**config.mk**
```make
export PLATFORM = sky130hd
export DESIGN_NAME = iowd_top
export DESIGN_NICKNAME = d
export VERILOG_FILES = /design/src/inc/iowd_pkg.sv /design/src/iowd_tick.sv /design/src/iowd_top.sv
export SDC_FILE = /design/constraint.sdc
export NUM_CORES = 1
export LEC_CHECK = 0
export BUFFER_PORTS_ARGS = -buffer_cell sky130_fd_sc_hd__buf_2
export CAP_MARGIN = 20
export CORE_MARGIN = 5
export CORE_UTILIZATION = 24
export DETAILED_ROUTE_END_ITERATION = 6
export PLACE_DENSITY_LB_ADDON = 0.1
export SYNTH_ARGS = -nofsm -noshare
export SYNTH_HDL_FRONTEND = slang
export SYNTH_SLANG_ARGS = --single-unit
```
**constraint.sdc**
```tcl
create_clock -name clk -period 4.3 [get_ports clk]
set_input_delay 0.43 -clock clk [delete_from_list [all_inputs] [get_ports clk]]
set_output_delay 0.43 -clock clk [all_outputs]
set_load 0.01 [all_outputs]
```
**src/inc/iowd_pkg.sv**
```systemverilog
package iowd_pkg;
  // host i/o port write, as seen by the card
  typedef struct packed {
    logic       wr;
    logic [7:0] addr;
    logic [7:0] data;
  } iowd_io_wr_t;

  localparam logic [7:0] IOWD_PORT_ADDR     = 8'h76;
  localparam logic [7:0] IOWD_CODE_DISABLE  = 8'h00;
  localparam int         IOWD_BIT_ENABLE    = 7;
  localparam int         IOWD_BIT_IRQ_MODE  = 6;
  localparam logic [7:0] IOWD_CODE_MASK     = 8'h38;
  localparam logic [2:0] IOWD_CTRL_RESET    = 3'h0;

  // time base: clock rate and a half base unit of 3 s
  localparam int unsigned IOWD_CLK_HZ       = 10_000_000;
  localparam int unsigned IOWD_HALF_UNIT_S  = 3;
  localparam int unsigned IOWD_HALF_UNIT_CYC = IOWD_CLK_HZ * IOWD_HALF_UNIT_S;
  // periods in half units: 3,6,12,18,24,30,36,42 s
  localparam logic [3:0] IOWD_SEL0_HALVES   = 4'h1;
  localparam int unsigned IOWD_RST_PULSE_CYC = 16;
  localparam int unsigned IOWD_BLINK_HALF_CYC = 2_500_000;

  typedef enum logic [1:0] {
    IOWD_IDLE  = 2'b00,
    IOWD_COUNT = 2'b01,
    IOWD_FIRE  = 2'b11
  } iowd_state_t;
endpackage : iowd_pkg

```
**src/iowd_tick.sv**
```systemverilog
`timescale 1ns/1ps
module iowd_tick #(
  parameter int unsigned DIV = 2
) (
  input  wire logic clk,
  input  wire logic nrst,
  input  wire logic clr,
  output logic      tick
);
  logic [31:0] cnt_r;

  always_ff @(posedge clk or negedge nrst) begin
    if (!nrst) begin
      cnt_r <= 32'h0;
    end else if (clr || cnt_r == DIV - 1) begin
      cnt_r <= 32'h0;
    end else begin
      cnt_r <= cnt_r + 32'h1;
    end
  end

  assign tick = !clr && (cnt_r == DIV - 1);
endmodule : iowd_tick

```
**src/iowd_top.sv**
```systemverilog
// Functional notes
// - reset leaves watchdog disabled, not counting
// - led blinks only while counting
// - trigger write clears count and restarts, except while a reset pulse is under way
// - expiry fires reset pulse or irq15
// - periods from half unit, 6 s base
// - codes 80h-87h: reset mode, 3-42 s
// - codes c0h-c7h: irq15 mode, 3-42 s
// - valid code to port 76h enables watchdog, except while a reset pulse is under way
// - new factor applies from its write
// - writing 00h disables everything except a reset pulse already under way
// - irq mode interrupts only at expiry, not on enable
`timescale 1ns/1ps
module iowd_top
  import iowd_pkg::*;
#(
  parameter int unsigned HALF_UNIT_CYC = IOWD_HALF_UNIT_CYC,
  parameter int unsigned BLINK_HALF_CYC = IOWD_BLINK_HALF_CYC,
  parameter int unsigned RST_PULSE_CYC = IOWD_RST_PULSE_CYC
) (
  input  wire logic        clk,
  input  wire logic        nrst,
  input  wire iowd_io_wr_t io_wr,
  output logic             sys_rst_pulse,
  output logic             irq15,
  output logic             led
);
  iowd_state_t state_r;
  logic [7:0]  factor_r;
  logic [3:0]  halves_r;
  logic [3:0]  limit;
  logic        hit;
  logic        valid;
  logic        restart;
  logic        half_tick;
  logic        blink_tick;
  logic [7:0]  pulse_r;
  logic        irq_r;
  logic        led_r;

  // port decode; invalid bytes other than 00h on the port only clear irq15
  assign hit   = io_wr.wr && io_wr.addr == IOWD_PORT_ADDR;
  assign valid = hit && io_wr.data[IOWD_BIT_ENABLE]
                 && (io_wr.data & IOWD_CODE_MASK) == 8'h00;
  // every valid write restarts, same byte or a new one
  assign restart = valid;

  // selected period in half units: 1, then 2*sel
  always_comb begin
    if (factor_r[2:0] == 3'h0) begin
      limit = IOWD_SEL0_HALVES;
    end else begin
      limit = {factor_r[2:0], 1'b0};
    end
  end

  iowd_tick #(.DIV(HALF_UNIT_CYC)) u_base (
    .clk  (clk),
    .nrst (nrst),
    .clr  (restart || state_r != IOWD_COUNT),
    .tick (half_tick)
  );

  iowd_tick #(.DIV(BLINK_HALF_CYC)) u_blink (
    .clk  (clk),
    .nrst (nrst),
    .clr  (state_r != IOWD_COUNT),
    .tick (blink_tick)
  );

  always_ff @(posedge clk or negedge nrst) begin
    if (!nrst) begin
      factor_r <= 8'h00;
    end else if (valid) begin
      factor_r <= io_wr.data;
    end
  end

  always_ff @(posedge clk or negedge nrst) begin
    if (!nrst) begin
      state_r <= IOWD_IDLE;
    end else begin
      case (state_r)
        IOWD_IDLE: begin
          if (valid) begin
            state_r <= IOWD_COUNT;
          end
        end
        IOWD_COUNT: begin
          if (hit && io_wr.data == IOWD_CODE_DISABLE) begin
            state_r <= IOWD_IDLE;
          end else if (!valid && half_tick && halves_r + 4'h1 >= limit) begin
            // irq mode keeps counting; the irq line is left raised
            state_r <= factor_r[IOWD_BIT_IRQ_MODE] ? IOWD_COUNT : IOWD_FIRE;
          end
        end
        IOWD_FIRE: begin
          if (pulse_r == RST_PULSE_CYC[7:0] - 8'h1) begin
            state_r <= IOWD_IDLE;
          end
        end
        default: state_r <= IOWD_IDLE;
      endcase
    end
  end

  always_ff @(posedge clk or negedge nrst) begin
    if (!nrst) begin
      halves_r <= 4'h0;
    end else if (restart || state_r != IOWD_COUNT) begin
      halves_r <= 4'h0;
    end else if (half_tick) begin
      halves_r <= (halves_r + 4'h1 >= limit) ? 4'h0 : halves_r + 4'h1;
    end
  end

  always_ff @(posedge clk or negedge nrst) begin
    if (!nrst) begin
      pulse_r <= 8'h00;
    end else if (state_r == IOWD_FIRE) begin
      pulse_r <= pulse_r + 8'h1;
    end else begin
      pulse_r <= 8'h00;
    end
  end

  // irq stays high until rewritten, disabled or reset; the enabling
  // write clears it, so no stale line shows when software unmasks
  always_ff @(posedge clk or negedge nrst) begin
    if (!nrst) begin
      irq_r <= 1'b0;
    end else if (hit) begin
      irq_r <= 1'b0;
    end else if (state_r == IOWD_COUNT && factor_r[IOWD_BIT_IRQ_MODE]
                 && half_tick && halves_r + 4'h1 >= limit) begin
      irq_r <= 1'b1;
    end
  end

  always_ff @(posedge clk or negedge nrst) begin
    if (!nrst) begin
      led_r <= 1'b0;
    end else if (state_r != IOWD_COUNT) begin
      led_r <= 1'b0;
    end else if (blink_tick) begin
      led_r <= ~led_r;
    end
  end

  assign sys_rst_pulse = state_r == IOWD_FIRE;
  assign irq15         = irq_r;
  assign led           = led_r;
endmodule : iowd_top
```
Word-level counts from Yosys, hierarchy flattened

Cells that the tools add are included.

Logic and storage cells: 66
Input port bits: 19
Register bits after elaboration: 87

Bitwise operators: 1
Multiplexer cells: 17
Magnitude comparators: 1
Add/sub/neg operators: 4
Reduce and logical (&&, ||, !) cells: 25
Eq/ne operators: 10

Operators by type and width:

| cell                    | count |
|---|---|
| $add A32 B1 Y32 const B | 2 |
| $mux W32                | 2 |
| $eq A32 B22 Y1 const B  | 1 |
| $eq A32 B25 Y1 const B  | 1 |
| $logic_not A8 Y1        | 2 |
| $mux W4                 | 4 |
| $logic_and A1 B1 Y1     | 11 |
| $mux W2                 | 5 |
| $add A8 B1 Y8 const B   | 1 |
| $eq A8 B4 Y1 const B    | 1 |
| $eq A8 B7 Y1 const B    | 1 |
| $mux W8                 | 1 |
| $pmux W2 S3             | 1 |
| $reduce_bool A2 Y1      | 3 |
| $add A4 B1 Y4 const B   | 1 |
| $ge A4 B4 Y1            | 1 |
| $mux W1                 | 4 |
| $ne A2 B1 Y1 const B    | 2 |
| $logic_not A1 Y1        | 3 |
| $logic_not A3 Y1        | 1 |
| $logic_or A1 B1 Y1      | 3 |
| $ne A3 B3 Y1 const B    | 1 |
| $reduce_and A3 Y1       | 1 |
| $eq A2 B1 Y1 const B    | 1 |
| other kinds (4)         | 4 |

Logic depth before layout (Yosys ltp)

Gate-level depths: netlist of the first run.

Word-level depth: 12
Mapped depth: 7
Mapped depth without buffers: 7

Modules after synthesis

From an unflattened synthesis of the first run, not the netlist that was laid out.

Cells, all modules: 497
Area, all modules: 4710.8 µm²

Modules (own cells, without submodules):

| module              | cells an instance | seq. area each (µm²) | times used | area an instance (µm²) |
|---|---|---|---|---|
| iowd_tick (u_base)  | 200               | 800.8                | 1          | 1830.5 |
| iowd_tick (u_blink) | 189               | 800.8                | 1          | 1762.9 |
| iowd_top            | 108               | 500.5                | 1          | 1117.3 |

Least setup slack after synthesis of the first run

No wires, ideal clock.

Path kind: reg2reg
Start: register halves_r[0]
End: register halves_r[2]
Cell stages (with the launch flop): 8
Required time: 4174 ps
Buffers on the path: 0
Clock period less this slack: 1887 ps
Arrival time: 1761 ps
Setup slack: 2413 ps
Cells stage by stage: dfrtp_1 ha_1 xor2_1 ha_1 nand2_1 o21ai_0 nor3_1 a221o_1

Longest elaborated chain between the ends: 5

Ends and longest elaborated chain:

| item                   | RTL line        | source |
|---|---|---|
| start, declared        | iowd_top.sv:30  | `logic [3:0] halves_r;` |
| start signal, assigned | iowd_top.sv:113 | `halves_r <= (halves_r + 4'h1 >= limit) ? 4'h0 : halves_r + 4'h1;` |
| $add A4 B1 Y4 (*)      | iowd_top.sv:113 |  |
| $ge A4 B4 Y1           | iowd_top.sv:113 |  |
| $mux W4 (*)            | iowd_top.sv:113 |  |
| $mux W4 (*)            | iowd_top.sv:112 | `end else if (half_tick) begin` |
| $mux W4 (*)            | iowd_top.sv:110 | `end else if (restart \|\| state_r != IOWD_COUNT) begin` |

Every way passes the cells marked *; elsewhere a longest branch is shown, timed or not. The select of a mux whose other input is x is not followed.
A chain may end at the register's enable or synchronous reset.

Worst setup path after layout of the first run

Start: register u_blink.cnt_r[0]
End: register u_blink.cnt_r[6]

Longest elaborated chain between the ends: 3
Elaborated cells on any way between the ends: 4
Classes of those cells: add/sub (1); eq/ne (1); mux (1); reduce/logical (1)

Ends and longest elaborated chain:

| item                                                    | RTL line        | source |
|---|---|---|
| start, declared                                         | iowd_tick.sv:10 | `logic [31:0] cnt_r;` |
| start signal, assigned                                  | iowd_tick.sv:18 | `cnt_r <= cnt_r + 32'h1;` |
| branches (longest 2 deep; another with $add A32 B1 Y32) | n/a             |  |
| $mux W32 (*)                                            | iowd_tick.sv:15 | `end else if (clr \|\| cnt_r == DIV - 1) begin` |

Mark *: on every way between the ends.

==> impl_metrics.ini, run 1 <==
[run_status]
status = complete, no violations

[floorplan]
start_util = 0.243
io-pin-count = 22
dieWidth_um = 144
dieArea_sq_um = 20800
die_h_um = 144
rows = 49
core_area_sq_um = 17800

[route]
routed_via_density = 4.54
ant_nets = 0
num_vias = 3221
finalWirelength_mm = 10.0
wl_per_cell_um = 14.2
drt_iter0_drc = 123
drtPass1Iterations = 4
route.detailed.drc = 0

[power_and_ir_drop]
peakVddDrop_mv = 0.197
power_frac_seq = 0.490
power_frac_comb = 0.018
p_switching_w = 0.000336
p_leak_nw = 1.92
power_density_nw_per_um2 = 323
clockPowerShare = 0.492
switching_share = 0.208
intPower_w = 0.00128

[critical_path]
ff2ff_path_depth = 7
crit_arrival_ns = 2.68
required_ns = 4.52
reg2reg_to = u_blink.cnt_r[6]$_DFF_PN0_
worstSetupPathType = reg -> reg
crit_fanout = 22
worstReg2RegStart = u_blink.cnt_r[0]$_DFF_PN0_
critPathLaunchType = flip-flop
r2r_slack_ns = 1.84
crit_path_end_kind = flip-flop

[cts]
cts_hold_buffers = 0
cts_sinks = 84
cts_resized = 0
clk_pin_slew_ns = 0.06
clock-root-buffer = clkbuf_16
clockBufferDepth = 2
cts-buffers-inserted = 9
postCtsSetupRepairBufs = 0
insertion_delay_ns = 0.34
cts_tree = built
htreeDepth = 3

[global_route]
grt_pass1_vias = 3393
grt_usage = 0.108
grt_overflow = 0
grt_pass1_wl_mm = 17.7
grt_max_degree = 56
grt_antenna_before_repair = 0

[sta]
period_share = 0.572
max_slew_margin = 0.414
hold_violations = 0
tns_ns = 0
clock_skew_ns = 0.00576
max_freq_mhz = 407
setup_viol = 0
period_needed_ns = 2.46
worst_pin_slew_ns = 0.872
maxSlewViolCount = 0
rsz0062_at_grt = false

[logic_synthesis]
syn_avg_cell_area_sq_um = 9.56
ys_ff_latch = 84
syn_inst = 453
ys_types = 39
async_reset_ff_frac = 1.00
ys_seq_area_frac = 0.485
syn-num-nets = 480
yosysWarnings = 0
synth_edf_count = 0
synth_area_sq_um = 4330
synth_ff_type = dfrtp_1

[placed_design]
placed_area_sq_um = 4700
dp_hpwl_mm = 7.04
gp_congestion = 0.751
portBuffers = 21

[flow_run]
maxCapViolCount = 0

[finish]
areaGrowthSynthToFinish_pct = 15.5
postLayoutCellArea_sq_um = 5000
final_cell_mix = nor2_1, dfrtp_1, xor2_1
drive_above_1_share = 0.110
fillerInstances = 1892
num_antenna_cells = 0
fin_nets = 503

[worst_hold_path]
hold_class = in -> async
-- logic make-up after synthesis --
group                    synth area share
multiplexers                       0.0156
adder cells (fa/ha/maj)            0.0231
AO/OA/AOI/OAI                      0.0211
AND/OR/NAND/NOR                     0.297
XOR/XNOR                            0.136
flip-flops                          0.485
buffers and inverters              0.0222
-- area by class of cell --
type | instances | area [sq um] | area share
Multi-Input combinational cell | 345 | 2130 | 0.426
Tap cell | 229 | 287 | 0.0573
Clock buffer | 12 | 256 | 0.0513
Inverter | 12 | 45.0 | 0.00901
Sequential cell | 84 | 2100 | 0.420
Timing Repair Buffer | 24 | 130 | 0.0260
Clock inverter | 4 | 47.5 | 0.00951
-- worst max path at each step --
| stage | start | end | slack (ns) |
|---|---|---|---|
| 5_1_grt | u_blink.cnt_r[0]$_DFF_PN0_ | u_blink.cnt_r[24]$_DFF_PN0_ | 1.62 |
| 2_1_floorplan | halves_r[0]$_DFFE_PN0P_ | halves_r[2]$_DFFE_PN0P_ | 2.41 |
| 3_3_place_gp | u_blink.cnt_r[0]$_DFF_PN0_ | u_blink.cnt_r[2]$_DFF_PN0_ | 1.93 |
| 4_1_cts | u_blink.cnt_r[0]$_DFF_PN0_ | u_blink.cnt_r[6]$_DFF_PN0_ | 1.81 |
| 3_5_place_dp | u_blink.cnt_r[0]$_DFF_PN0_ | u_blink.cnt_r[6]$_DFF_PN0_ | 1.81 |
| 6_report | u_blink.cnt_r[0]$_DFF_PN0_ | u_blink.cnt_r[6]$_DFF_PN0_ | 1.84 |
-- state kept, by name (all words and copies together), names as in the netlist --
signal	count
led	1
factor_r	4
pulse_r	8
state_r	2
irq15	1
u_base.cnt_r	32
halves_r	4
u_blink.cnt_r	32
-- synth_stat cells, types with 2 or more instances --
library cell | n | area, sq um
or3_1 | 4 | 25.0
nor4_1 | 16 | 100
buf_2 | 5 | 25.0
and4_1 | 7 | 61.3
nand2_1 | 30 | 113
inv_1 | 11 | 41.3
a22o_1 | 2 | 17.5
nor3_1 | 20 | 100
xnor2_1 | 32 | 280
nor2_1 | 84 | 315
and3_1 | 8 | 50.1
ha_1 | 8 | 100
xor2_1 | 35 | 307
nand4_1 | 30 | 188
nor3b_1 | 2 | 15.0
nand3_1 | 25 | 125
nor4b_1 | 4 | 35.0
or4_1 | 3 | 22.5
clkbuf_1 | 7 | 26.3
a21oi_1 | 4 | 20.0
nor2b_1 | 2 | 12.5
mux2_2 | 6 | 67.6
o21ai_0 | 6 | 30.0
nand2b_1 | 4 | 25.0
dfrtp_1 | 84 | 2100
-- worst max-delay path, stage by stage (launching register included) --
cell      delay [ns]
dfrtp_1         0.38
ha_1            0.23
and4_1          0.33
nand2_1         0.08
nor4_1          0.43
nand2b_1        0.44
buf_4           0.36
nor2_1          0.09
-- metrics by stage --
stage | worst slack, ns | util | total power, W | cells | hold WS, ns
5_1_grt | 1.62 | 0.280 | 0.00169 | 710 | 0.213
4_1_cts | 1.81 | 0.280 | 0.00165 | 710 | 0.175
3_3_place_gp | 1.93 | 0.263 | 0.000836 | 694 | 0.469
6_report | 1.84 | 0.280 | 0.00161 | 710 | 0.141
2_1_floorplan | 2.41 | - | 0.000809 | 453 | 0.134
3_5_place_dp | 1.81 | 0.263 | 0.000836 | 694 | 0.471
-- power groups by stage --
stage | Combinational [W] | Clock (W) | Sequential, W
4_1_cts | 0.0000308 | 0.000829 | 0.000791
2_1_floorplan | 0.00000304 | 0 | 0.000806
5_1_grt | 0.0000349 | 0.000863 | 0.000790
3_5_place_dp | 0.0000309 | 0 | 0.000805
6_report | 0.0000286 | 0.000795 | 0.000791
3_3_place_gp | 0.0000303 | 0 | 0.000805
-- routing by layer --
layer  global-route usage  routed length [um]  up-vias
met4               0.0368                 152        0
met2                0.173                4740       26
met1                0.141                4910     1563
met5                    0                   0        -
li1                     -                   -     1621
met3               0.0278                 253       11
No activity file was read; power rests on OpenSTA's default activity.
==> inputs of run 2 (changes only) <==
==> constraint.sdc (replaced) <==
create_clock -name clk -period 2.1 [get_ports clk]
set_input_delay 0.21 -clock clk [delete_from_list [all_inputs] [get_ports clk]]
set_output_delay 0.21 -clock clk [all_outputs]
set_load 0.01 [all_outputs]
==> impl_metrics.ini, run 2 (same netlist as run 1, synthesis figures left out) <==
[sta]
clock_skew_ns = 0.00781
period_needed_ns = 2.01
tns_ns = 0
max_freq_mhz = 497
hold_violations = 0
setup_ws_ns = 0.0890
period_share = 0.958
worst_pin_slew_ns = 0.494
maxSlewViolCount = 0
max_slew_margin = 0.668
setup_viol = 0

[run_status]
status = complete, no violations

[floorplan]
rows = 49
dieWidth_um = 144
io-pin-count = 22
core_area_sq_um = 17800
die_h_um = 144
start_util = 0.243
dieArea_sq_um = 20800

[finish]
top_regs = u_base.cnt_r (32), u_blink.cnt_r (32), pulse_r (8)
final_cell_mix = nor2_1, dfrtp_1, xor2_1
drive_above_1_share = 0.162
fin_nets = 527
areaGrowthSynthToFinish_pct = 20.6
fin_cells = 734
num_antenna_cells = 0
fillerInstances = 1887

[critical_path]
startpoint = u_base.cnt_r[20]$_DFF_PN0_
critPathLaunchType = flip-flop
crit_arrival_ns = 2.24
required_ns = 2.33
worstSetupPathType = reg -> reg
crit_path_end_kind = flip-flop
crit_fanout = 7
worstReg2RegStart = u_base.cnt_r[20]$_DFF_PN0_

[power_and_ir_drop]
p_leak_nw = 2.06
power_density_nw_per_um2 = 612
peakVddDrop_mv = 0.424

[route]
routed_via_density = 4.51
wl_per_cell_um = 13.8
ant_nets = 0
finalWirelength_mm = 10.1
num_vias = 3314
route.detailed.drc = 0
drt_iter0_drc = 152
drtPass1Iterations = 5

[global_route]
grt_overflow = 0
grt_pass1_vias = 3372
grt_usage = 0.105
grt_max_degree = 33
grt_antenna_before_repair = 0
grt_pass1_wl_mm = 17.2

[cts]
htreeDepth = 3
clock-root-buffer = clkbuf_16
cts_sinks = 84
clockBufferDepth = 2
cts-buffers-inserted = 9
clk_pin_slew_ns = 0.06
cts_tree = built
insertion_delay_ns = 0.34

[flow_run]
maxCapViolCount = 0

[placed_design]
dp_cells = 715
gp_congestion = 0.755
dp_hpwl_mm = 7.31
dp_slack_ns = -0.0543
portBuffers = 21

[worst_hold_path]
hold_class = in -> reg
worstHoldStart = io_wr[6]
[run 2: cell count changes in the layout (fill, tap and decap cells not counted), sizes merged]
cell         previous run  this run
clkinvlp                1         0
buf                    24        47
clkinv                  2         4
bufinv                  1         0
dlygate4sd3             0         1
[run 2: cell type report]
cell class | count | area (sq um) | area share
Tap cell | 229 | 287 | 0.0549
Clock buffer | 12 | 256 | 0.0491
Sequential cell | 84 | 2100 | 0.403
Multi-Input combinational cell | 345 | 2170 | 0.416
Timing Repair Buffer | 48 | 338 | 0.0647
Inverter | 12 | 45.0 | 0.00863
Clock inverter | 4 | 23.8 | 0.00455
[run 2: stage by stage]
step                hold slack (ns)  total power [W]  instance area, sq um  utilization
floorplan                   -0.0856          0.00166                  4330            -
global placement              0.199          0.00172                  4880        0.273
detailed placement            0.199          0.00172                  4880        0.273
CTS                           0.100          0.00328                  5170        0.290
global route                  0.105          0.00335                  5220        0.293
finish                        0.123          0.00319                  5220        0.293
[run 2: repair_timing]
item                                    in CTS  in global routing
setup buffers                                0                  2
pin swaps                                    0                  1
hold buffers                                 1                  0
endpoints found under the setup margin      32                 49
resized for setup                            1                  7
endpoints found under the hold margin       29                  0
[run 2: final timing paths]
| kind | endpoint | slack, ns | depth (start not counted) |
|---|---|---|---|
| worst max-delay path | state_r[1]$_DFFE_PN0P_ | 0.09 | 5 |
| worst min-delay path | factor_r[6]$_DFFE_PN0P_ | 0.12 | 2 |
| worst max register to register | state_r[1]$_DFFE_PN0P_ | 0.09 | 5 |
| worst min register to register | u_base.cnt_r[0]$_DFF_PN0_ | 0.48 | 1 |
| max in group asynchronous | u_base.cnt_r[3]$_DFF_PN0_ | 1.05 | 3 |
| min in group asynchronous | led$_DFFE_PN0P_ | 0.37 | 2 |
[run 2: power by group]
part | internal (W) | total, W | switching (W)
Sequential | 0.00162 | 0.00162 | 0.000000597
Combinational | 0.0000207 | 0.0000646 | 0.0000439
Clock | 0.000863 | 0.00151 | 0.000648
[run 2: layer usage]
layer / global-route usage / wire length [um]
met1: 0.136 / 4920
met2: 0.170 / 4790
met3: 0.0337 / 304
met4: 0.0304 / 102
met5: 0 / 0
[run 2: worst max-delay path, stage by stage, from the launching register on]
cell	delay, ns
dfrtp_1	0.49
or4_1	0.43
or4_1	0.40
nor2_1	0.16
nand4_1	0.16
o41ai_1	0.27
